==> src/cssp_params.svh <==
// Purpose: constants for the clocked serial shift port
// Assumes: printed offsets are register indices; byte address is four times the index
// Notes: definitions only
`ifndef CSSP_PARAMS_SVH
`define CSSP_PARAMS_SVH
`define CSSP_IDX_PORT_FUNC 12'h004
`define CSSP_IDX_CTRL_A 12'h005
`define CSSP_IDX_DATA_LO 12'h006
`define CSSP_IDX_DATA_HI 12'h007
`define CSSP_IDX_ASSORTED 12'h00c
`define CSSP_IDX_CTRL_B 12'h028
`define CSSP_IDX_CMD 12'h030
`define CSSP_IDX_STATUS 12'h031
`define CSSP_RESP_OKAY 2'h0
`define CSSP_RESP_SLVERR 2'h2
`define CSSP_NIB_ZERO 4'h0
`define CSSP_BYTE_ZERO 8'h00
`define CSSP_CNT_ZERO 3'h0
`define CSSP_CNT_LAST 3'h7
`define CSSP_BIT_PIN_SEL 3
`define CSSP_BIT_IDLE_LVL 1
`define CSSP_BIT_DOUBLE 0
`define CSSP_BIT_IRQ 2
`define CSSP_MODE_SYSCLK 3'h6
`define CSSP_MODE_EXTCLK 3'h7
`define CSSP_PDIV_W 13
`define CSSP_PDIV_ONE 13'h0001
`define CSSP_PDIV_ZERO 13'h0000
`define CSSP_PDIV_TOP 13'h0800
`endif

==> src/cssp_pkg.sv <==
// Purpose: types for the clocked serial shift port
// Assumes: nothing
// Notes: constants live in cssp_params.svh
package cssp_pkg;
   typedef enum logic [1:0] {CSSP_IDLE, CSSP_CLK_WAIT, CSSP_XFER, CSSP_CONT} cssp_state_type;
   typedef enum logic [1:0] {CSSP_PM_CLK_ONLY, CSSP_PM_TX, CSSP_PM_RX, CSSP_PM_TXRX} cssp_pmode_type;
endpackage

==> src/cssp_tick_gen.sv <==
// Purpose: transmit clock generator: half-period tick from prescaler or system clock
// Assumes: one aclk equals one instruction cycle
// Notes: tick pulses once per half period of the transmit clock
`timescale 1ns/1ps
`include "cssp_params.svh"
module cssp_tick_gen
(
   input wire logic aclk,
   input wire logic aresetn,
   input wire logic run,
   input wire logic [2:0] sel,
   input wire logic dbl,
   output logic tick
);
   logic [`CSSP_PDIV_W-1:0] cnt;
   logic [`CSSP_PDIV_W-1:0] next_cnt;
   logic [`CSSP_PDIV_W-1:0] limit;

   // half period equals ratio; ratio 2048 >> 2*sel, doubled by dbl; system clock mode ratio 1, never doubled
   function automatic logic [`CSSP_PDIV_W-1:0] ratio(input logic [2:0] s, input logic d);
      logic [`CSSP_PDIV_W-1:0] base;
      base = `CSSP_PDIV_TOP >> {s[2:0], 1'b0};
      if (s == `CSSP_MODE_SYSCLK)
         base = `CSSP_PDIV_ONE;
      ratio = d && (s != `CSSP_MODE_SYSCLK) ? {base[`CSSP_PDIV_W-2:0], 1'b0} : base;
   endfunction

   always_comb
   begin
      limit = ratio(sel, dbl); // RULE12
      next_cnt = cnt + `CSSP_PDIV_ONE;
      if (!run || next_cnt >= limit)
         next_cnt = `CSSP_PDIV_ZERO;
      tick = run && (cnt + `CSSP_PDIV_ONE >= limit);
   end

   always_ff @(posedge aclk)
   begin
      if (!aresetn)
         cnt <= `CSSP_PDIV_ZERO;
      else
         cnt <= next_cnt;
   end
endmodule

==> src/cssp_serial_port.sv <==
// Purpose: clock-synchronous 8-bit serial shift port with AXI4-Lite registers
// Assumes: one aclk is one instruction cycle; pins synchronous to aclk
// Notes: behaviour listed below
// Notes on behaviour
// [RULE1] eight bits shift per transfer
// [RULE2] pin select set: port bits choose mode
// [RULE3] software rewrites control a after mode change
// [RULE4] any control a write reinitialises
// [RULE5] control a picks clock pin, port picks data pins
// [RULE6] clock from pin, prescaler or system clock
// [RULE7] data write loads, read returns received
// [RULE8] serial out undefined until driven or programmed
// [RULE9] start command activates, clears counter
// [RULE10] counter advances each rising transmit clock
// [RULE11] eighth clock or abort: clear, flag, stop; with external clock the eighth clock goes back to CSSP_CLK_WAIT instead
// [RULE12] prescaler ratios 2048 down to 2, doubled
// [RULE13] shift byte as two nibbles
//
// The implementer's own choice: the AXI4-Lite register port.
`timescale 1ns/1ps
`include "cssp_params.svh"
module cssp_serial_port
(
   input wire logic aclk,
   input wire logic aresetn,
   input wire logic [13:0] s_axi_awaddr,
   input wire logic s_axi_awvalid,
   output logic s_axi_awready,
   input wire logic [31:0] s_axi_wdata,
   input wire logic [3:0] s_axi_wstrb,
   input wire logic s_axi_wvalid,
   output logic s_axi_wready,
   output logic [1:0] s_axi_bresp,
   output logic s_axi_bvalid,
   input wire logic s_axi_bready,
   input wire logic [13:0] s_axi_araddr,
   input wire logic s_axi_arvalid,
   output logic s_axi_arready,
   output logic [31:0] s_axi_rdata,
   output logic [1:0] s_axi_rresp,
   output logic s_axi_rvalid,
   input wire logic s_axi_rready,
   input wire logic sck_in,
   output logic sck_out,
   output logic sck_oe,
   input wire logic si_in,
   output logic so_out,
   output logic so_oe,
   output logic serial_irq_flag
);
   cssp_pkg::cssp_state_type state, next_state;
   logic [3:0] port_pin_function_select, next_port_pin_function_select;
   logic [3:0] serial_control_a, next_serial_control_a;
   logic [3:0] serial_control_b, next_serial_control_b;
   logic [3:0] assorted_control, next_assorted_control;
   logic [7:0] shift_reg, next_shift_reg;
   logic [2:0] octal_bit_counter, next_octal_bit_counter;
   logic next_serial_irq_flag;
   logic sck_lvl, next_sck_lvl;
   logic sck_prev, next_sck_prev;
   logic next_so_out, next_so_oe;
   logic aw_hold, next_aw_hold, w_hold, next_w_hold;
   logic [11:0] aw_idx, next_aw_idx;
   logic [31:0] w_data, next_w_data;
   logic [3:0] w_strb, next_w_strb;
   logic next_bvalid, next_rvalid;
   logic [1:0] next_bresp, next_rresp;
   logic [31:0] next_rdata;
   logic tick, ext_mode, int_run, rise, fall, wr_go, rd_go, wr_ok;
   logic wr_ctrl_a, start_cmd, tx_en, rx_en;
   cssp_pkg::cssp_pmode_type pmode;

   function automatic logic mapped(input logic [11:0] idx);
      mapped = idx == `CSSP_IDX_PORT_FUNC || idx == `CSSP_IDX_CTRL_A ||
         idx == `CSSP_IDX_DATA_LO || idx == `CSSP_IDX_DATA_HI ||
         idx == `CSSP_IDX_ASSORTED || idx == `CSSP_IDX_CTRL_B ||
         idx == `CSSP_IDX_CMD || idx == `CSSP_IDX_STATUS;
   endfunction

   cssp_tick_gen u_tick
   (
      .aclk(aclk),
      .aresetn(aresetn),
      .run(int_run),
      .sel(serial_control_a[2:0]),
      .dbl(serial_control_b[`CSSP_BIT_DOUBLE]),
      .tick(tick)
   );

   always_comb
   begin
      pmode = cssp_pkg::cssp_pmode_type'(port_pin_function_select[1:0]); // RULE2
      tx_en = port_pin_function_select[0]; // RULE5
      rx_en = port_pin_function_select[1]; // RULE5
      ext_mode = serial_control_a[2:0] == `CSSP_MODE_EXTCLK; // RULE6
      int_run = !ext_mode && state != cssp_pkg::CSSP_IDLE; // RULE6
      s_axi_awready = !aw_hold;
      s_axi_wready = !w_hold;
      s_axi_arready = !s_axi_rvalid;
      next_aw_hold = aw_hold;
      next_aw_idx = aw_idx;
      next_w_hold = w_hold;
      next_w_data = w_data;
      next_w_strb = w_strb;
      if (s_axi_awvalid && !aw_hold)
      begin
         next_aw_hold = 1'b1;
         next_aw_idx = s_axi_awaddr[13:2];
      end
      if (s_axi_wvalid && !w_hold)
      begin
         next_w_hold = 1'b1;
         next_w_data = s_axi_wdata;
         next_w_strb = s_axi_wstrb;
      end
      wr_go = aw_hold && w_hold && !s_axi_bvalid;
      wr_ok = wr_go && w_strb[0] && mapped(aw_idx);
      if (wr_go)
      begin
         next_aw_hold = 1'b0;
         next_w_hold = 1'b0;
      end
      next_bvalid = s_axi_bvalid && !s_axi_bready;
      next_bresp = s_axi_bresp;
      if (wr_go)
      begin
         next_bvalid = 1'b1;
         next_bresp = mapped(aw_idx) ? `CSSP_RESP_OKAY : `CSSP_RESP_SLVERR;
      end
      rd_go = s_axi_arvalid && !s_axi_rvalid;
      next_rvalid = s_axi_rvalid && !s_axi_rready;
      next_rdata = s_axi_rdata;
      next_rresp = s_axi_rresp;
      if (rd_go)
      begin
         next_rvalid = 1'b1;
         next_rresp = mapped(s_axi_araddr[13:2]) ? `CSSP_RESP_OKAY : `CSSP_RESP_SLVERR;
         next_rdata = 32'h0000_0000;
         unique case (s_axi_araddr[13:2])
            `CSSP_IDX_DATA_LO: next_rdata[3:0] = shift_reg[3:0]; // RULE13
            `CSSP_IDX_DATA_HI: next_rdata[3:0] = shift_reg[7:4]; // RULE13
            `CSSP_IDX_ASSORTED: next_rdata[3:0] = assorted_control;
            `CSSP_IDX_CTRL_B: next_rdata[3:0] = serial_control_b;
            `CSSP_IDX_STATUS: next_rdata[6:0] = {state, octal_bit_counter, 1'b0,
               serial_irq_flag};
            default: next_rdata = 32'h0000_0000;
         endcase
      end
   end

   always_comb
   begin
      wr_ctrl_a = wr_ok && aw_idx == `CSSP_IDX_CTRL_A;
      start_cmd = wr_ok && aw_idx == `CSSP_IDX_CMD && w_data[0];
      next_port_pin_function_select = port_pin_function_select;
      next_serial_control_a = serial_control_a;
      next_serial_control_b = serial_control_b;
      next_assorted_control = assorted_control;
      next_shift_reg = shift_reg;
      next_state = state;
      next_octal_bit_counter = octal_bit_counter;
      next_serial_irq_flag = serial_irq_flag;
      next_so_out = so_out;
      next_so_oe = so_oe;
      next_sck_lvl = sck_lvl;
      next_sck_prev = sck_in;
      if (wr_ok && aw_idx == `CSSP_IDX_PORT_FUNC)
         next_port_pin_function_select = w_data[3:0];
      if (wr_ctrl_a)
         next_serial_control_a = w_data[3:0];
      if (wr_ok && aw_idx == `CSSP_IDX_CTRL_B)
         next_serial_control_b = w_data[3:0];
      if (wr_ok && aw_idx == `CSSP_IDX_ASSORTED)
         next_assorted_control = w_data[3:0];
      if (wr_ok && aw_idx == `CSSP_IDX_DATA_LO)
         next_shift_reg[3:0] = w_data[3:0]; // RULE7 RULE13
      if (wr_ok && aw_idx == `CSSP_IDX_DATA_HI)
         next_shift_reg[7:4] = w_data[3:0]; // RULE7 RULE13
      if (wr_ok && aw_idx == `CSSP_IDX_STATUS && w_data[`CSSP_BIT_IRQ])
         next_serial_irq_flag = 1'b0;
      if (ext_mode)
      begin
         rise = sck_in && !sck_prev;
         fall = !sck_in && sck_prev;
      end
      else
      begin
         rise = tick && !sck_lvl;
         fall = tick && sck_lvl;
         if (tick && state != cssp_pkg::CSSP_IDLE)
            next_sck_lvl = !sck_lvl;
      end
      if (state != cssp_pkg::CSSP_XFER &&
         serial_control_a[`CSSP_BIT_PIN_SEL] && tx_en && wr_ok && aw_idx == `CSSP_IDX_CTRL_B)
      begin
         next_so_out = w_data[`CSSP_BIT_IDLE_LVL]; // RULE8
         next_so_oe = 1'b1; // RULE8
      end
      unique case (state)
         cssp_pkg::CSSP_IDLE:
         begin
            next_sck_lvl = 1'b1;
            if (start_cmd)
            begin
               next_state = cssp_pkg::CSSP_CLK_WAIT; // RULE9
               next_octal_bit_counter = `CSSP_CNT_ZERO; // RULE9
            end
         end
         cssp_pkg::CSSP_CLK_WAIT:
         begin
            if (start_cmd)
               next_octal_bit_counter = `CSSP_CNT_ZERO; // RULE9
            else if (fall && pmode == cssp_pkg::CSSP_PM_CLK_ONLY && !ext_mode)
               next_state = cssp_pkg::CSSP_CONT;
            else if (fall)
            begin
               next_state = cssp_pkg::CSSP_XFER;
               next_so_out = shift_reg[0]; // RULE1
               next_so_oe = tx_en;
            end
         end
         cssp_pkg::CSSP_XFER:
         begin
            if (fall && octal_bit_counter != `CSSP_CNT_ZERO)
               next_so_out = shift_reg[0]; // RULE1
            if (start_cmd)
            begin
               next_octal_bit_counter = `CSSP_CNT_ZERO; // RULE11
               next_serial_irq_flag = 1'b1; // RULE11
               next_state = cssp_pkg::CSSP_CLK_WAIT;
            end
            else if (rise)
            begin
               next_shift_reg = {rx_en ? si_in : 1'b0, shift_reg[7:1]}; // RULE1 RULE7
               next_octal_bit_counter = octal_bit_counter + 3'h1; // RULE10
               if (octal_bit_counter == `CSSP_CNT_LAST)
               begin
                  next_octal_bit_counter = `CSSP_CNT_ZERO; // RULE11
                  next_serial_irq_flag = 1'b1; // RULE11
                  next_state = ext_mode ? cssp_pkg::CSSP_CLK_WAIT : cssp_pkg::CSSP_IDLE;
               end
            end
         end
         cssp_pkg::CSSP_CONT:
            next_state = cssp_pkg::CSSP_CONT;
         default:
            next_state = cssp_pkg::CSSP_IDLE;
      endcase
      if (wr_ctrl_a)
      begin
         if (state == cssp_pkg::CSSP_XFER)
            next_serial_irq_flag = 1'b1; // RULE11
         next_state = cssp_pkg::CSSP_IDLE; // RULE4
         next_octal_bit_counter = `CSSP_CNT_ZERO; // RULE4
         next_sck_lvl = 1'b1;
      end
      sck_out = sck_lvl;
      sck_oe = next_serial_control_a[`CSSP_BIT_PIN_SEL] && !ext_mode; // RULE5
   end

   always_ff @(posedge aclk)
   begin
      if (!aresetn)
      begin
         state <= cssp_pkg::CSSP_IDLE;
         port_pin_function_select <= `CSSP_NIB_ZERO;
         serial_control_a <= `CSSP_NIB_ZERO;
         serial_control_b <= `CSSP_NIB_ZERO;
         assorted_control <= `CSSP_NIB_ZERO;
         shift_reg <= `CSSP_BYTE_ZERO;
         octal_bit_counter <= `CSSP_CNT_ZERO;
         serial_irq_flag <= 1'b0;
         sck_lvl <= 1'b1;
         sck_prev <= 1'b1;
         so_out <= 1'b0;
         so_oe <= 1'b0;
         aw_hold <= 1'b0;
         w_hold <= 1'b0;
         aw_idx <= 12'h000;
         w_data <= 32'h0000_0000;
         w_strb <= 4'h0;
         s_axi_bvalid <= 1'b0;
         s_axi_bresp <= `CSSP_RESP_OKAY;
         s_axi_rvalid <= 1'b0;
         s_axi_rresp <= `CSSP_RESP_OKAY;
         s_axi_rdata <= 32'h0000_0000;
      end
      else
      begin
         state <= next_state;
         port_pin_function_select <= next_port_pin_function_select;
         serial_control_a <= next_serial_control_a;
         serial_control_b <= next_serial_control_b;
         assorted_control <= next_assorted_control;
         shift_reg <= next_shift_reg;
         octal_bit_counter <= next_octal_bit_counter;
         serial_irq_flag <= next_serial_irq_flag;
         sck_lvl <= next_sck_lvl;
         sck_prev <= next_sck_prev;
         so_out <= next_so_out;
         so_oe <= next_so_oe;
         aw_hold <= next_aw_hold;
         w_hold <= next_w_hold;
         aw_idx <= next_aw_idx;
         w_data <= next_w_data;
         w_strb <= next_w_strb;
         s_axi_bvalid <= next_bvalid;
         s_axi_bresp <= next_bresp;
         s_axi_rvalid <= next_rvalid;
         s_axi_rresp <= next_rresp;
         s_axi_rdata <= next_rdata;
      end
   end
endmodule

==> config.mk <==
export PLATFORM = sky130hd
export DESIGN_NAME = cssp_serial_port
export DESIGN_NICKNAME = d
export VERILOG_FILES = /design/src/cssp_pkg.sv /design/src/cssp_tick_gen.sv /design/src/cssp_serial_port.sv
export VERILOG_INCLUDE_DIRS = /design/src /design/src/src
export SDC_FILE = /design/constraint.sdc
export NUM_CORES = 1
export LEC_CHECK = 0
export BUFFER_PORTS_ARGS = -buffer_cell sky130_fd_sc_hd__buf_4
export CAP_MARGIN = 0
export CORE_MARGIN = 3
export CORE_UTILIZATION = 51
export DETAILED_ROUTE_END_ITERATION = 12
export PLACE_DENSITY_LB_ADDON = 0.05
export SLEW_MARGIN = 40
export SYNTH_ARGS = -nofsm -noshare
export SYNTH_HDL_FRONTEND = slang
export SYNTH_SLANG_ARGS = --single-unit
export TNS_END_PERCENT = 30
==> constraint.sdc <==
create_clock -name aclk -period 4.9 [get_ports aclk]
set_input_delay 0.245 -clock aclk [delete_from_list [all_inputs] [get_ports aclk]]
set_output_delay 0.245 -clock aclk [all_outputs]
set_load 0.005 [all_outputs]
==> impl_results.md <==
* Final Cycle Share at between 60% and 70%
* Yosys warns at 0
* Unrepaired setup endpoints after global routing: false
* Max VDD drop at ~0.17 mV
* Max reg flops at 13
* Inserted Diodes at 0
* Final Hold Viols at 0
* Worst setup path endpoint: shift_reg[5]$_SDFF_PN0_
* Vias at approximately 3500
* Largest net degree at the start of global routing at 49
* Layout cells sized above 1 at approximately 16%
* Nets@finish at between 600 and 700
* CP required at 5160 ps
* Max Clk Rate at ~300 MHz
* Syn_area_per_cell at between 8 and 9 sq um
* Slew Limit Headroom at between 50 and 60%
* CP Launch Type: flop
* Asr flop ratio synth at 0%
* Clock buffer depth at 2
* Routed Antenna Nets at 0
* Die X at between 90 and 100 um
* CTS Hold Bufs at 0
* R2R depth at 12
* DRC Markers at 0
* Setup Buffers After CTS at 0
* Final Cell Area at 0.004766 sq mm
* Reg2reg start: u_tick.cnt[0]$_SDFF_PP0_
* Number of synthesized flops with an enable pin at 0
* Hpwl dp at about 6800 um
* PnR worst setup slack at ~1600 ps
* MaxCap Viol Count at 0
* CTS clk-pin slew, worst paths at 90 ps
* Commonest non-fill, non-tap cell in the layout: dfxtp_1
* Most frequent cells in the layout: dfxtp_1 (75), nor2_1 (64), buf_4 (57)
* Initial antenna violation count at 0
* Initial drt markers at 152
* Resized cells post-CTS at 0
* Final setup violating endpoints at 0
* R2R setup slack at between 1500 and 2000 ps
* GRT Util Overall at about a fifth
* Post-Synthesis Cells at about 500
* Setup TNS at 0 ps
* CTS root buf: clkbuf_8
* Grt ovf at 0
* Worst Setup End Kind: flop
* Critical setup path kind: flop to flop
* Core Footprint at roughly 0.008 sq mm
* Pre-CTS WS at between 1500 and 2000 ps
* TritonCTS clock tree: yes
* Clock skew at 10.22 ps
* Yosys cell types at 62
* Chip height at approximately 97 um
* Num rows at 32
* Area growth, synth to finish at 13.19%
* First-pass DRT Iterations at 4
* Post-Route WL at 9135 um
* Seq/Total Area, Yosys at around 36%
* Vias in the first global route at around 3200
* Die area at ~0.0094 sq mm
* Insertion delay to the later sink of the worst-skew pair at around 360 ps
* Commonest register cell after synthesis: dfxtp_1
* Dpl cell area at between 0.004 and 0.005 sq mm
* Synth Cell Area at 0.004210 sq mm
* Hold WC Path Type: input port to flop
* Clock sink count at 75
* Setup crit start: u_tick.cnt[0]$_SDFF_PP0_
* Final min period at between 3000 and 4000 ps
* Leak at 1.918 nW
* First-pass GRT wire length at 15210 um
* Number of I/O pins at between 100 and 150
* Yosys reg bits at 75
* H-tree levels at 3
* Status: finished, final reports clean
* Starting density of the core at 53.38%
* R2r endpoint: shift_reg[5]$_SDFF_PN0_
* Via density at between 5 and 6
* Final RePlAce weighted congestion at ~0.83
* WL/cell at around 14 um
* Port bufs at 56
* Num CTS Buffers at 9
* Max-slew violations at 0
* Critical path data arrival time at approximately 3500 ps
* Crit Path Max Fanout at 16
* Power Density at 254.7 mW/mm^2
* Measured slew at the worst slew-check pin at between 700 and 800 ps
[cell families after synthesis]
| family | share of synthesized area, % |
|---|---|
| and+or+nand+nor | 26.42 |
| buffers and inverters | 8.410 |
| other | 0.08907 |
| AOI/OAI and AO/OA | 12.54 |
| xor gates and xnor gates | 2.496 |
| DFF | 35.66 |
| muxes | 8.143 |
| adders and majority gates | 6.241 |
[synthesized netlist by cell type, drive strengths merged, types with 9 or more instances]
cell / number / area, sq um
nand3: 34 / 175.2
a211oi: 13 / 102.6
dfxtp: 75 / 1501
ha: 21 / 262.8
nor2b: 19 / 118.9
buf: 35 / 256.5
mux2i: 32 / 320.3
nand2: 56 / 210.2
o21ai: 18 / 93.84
nand2b: 9 / 56.30
a21oi: 30 / 150.1
clkbuf: 13 / 48.80
inv: 12 / 45.04
nor2: 65 / 246.5
[layout make-up]
class	instances	area (sq um)
timing repair buffer	57	427.9
inverter	13	48.80
multi-input combinational	396	2456
clock buffer	11	141.4
clock inverter	5	62.56
sequential	75	1501
fill	732	3122
tap	102	127.6
[per-layer routing]
| metal | GRT usage (%) | wire length [um] | part of all wire, % | up-vias |
|---|---|---|---|---|
| met5 | 0 | 0 | 0 | - |
| met4 | 5.832 | 121 | 1.3 | 0 |
| met3 | 4.470 | 498 | 5.5 | 13 |
| met2 | 31.48 | 4254 | 47 | 87 |
| met1 | 26.23 | 4262 | 47 | 1623 |
| li1 | - | - | - | 1799 |
[critical path, stage by stage, from the launching register on]
cell       delay (ps)
dfxtp_1           380
ha_1              270
nand2_1           120
nor3_1            200
xor2_1            240
ha_1              310
nand3_1           100
nor2_1             40
a22oi_1           370
o2bb2ai_1         220
o21ai_2           590
nor2_1             90
a211oi_1          250
[worst min-delay path by stage]
| stage | startpoint | slack, ps | depth (start not counted) | to |
|---|---|---|---|---|
| after global routing | s_axi_rready | 50 | 2 | s_axi_rvalid$_SDFF_PN0_ |
| final | s_axi_rready | 70 | 2 | s_axi_rvalid$_SDFF_PN0_ |
| after CTS | s_axi_rready | 50 | 2 | s_axi_rvalid$_SDFF_PN0_ |
| after detailed placement | aw_idx[10]$_SDFFE_PN0P_ | 450 | 2 | aw_idx[10]$_SDFFE_PN0P_ |
| after global placement | s_axi_rready | 430 | 2 | s_axi_rvalid$_SDFF_PN0_ |
| after floorplan | s_axi_rready | 350 | 1 | s_axi_rvalid$_SDFF_PN0_ |
[stage by stage]
stage	utilization [%]	hold WS [ps]	power (mW)	std cells
finish	60.42	67.32	1.214	659
global route	60.42	54.59	1.263	659
CTS	60.42	54.74	1.225	659
detailed placement	57.84	449.9	0.7391	643
global placement	57.79	431.4	0.7374	643
floorplan	-	345.1	0.7123	532
[power breakdown]
group	internal, mW	total [mW]	switching, mW
Combinational	0.0419	0.0882	0.0463
Clock	0.251	0.490	0.239
Sequential	0.621	0.636	0.0145
Total	0.914	1.21	0.299
(Power assumes the default switching activity.)
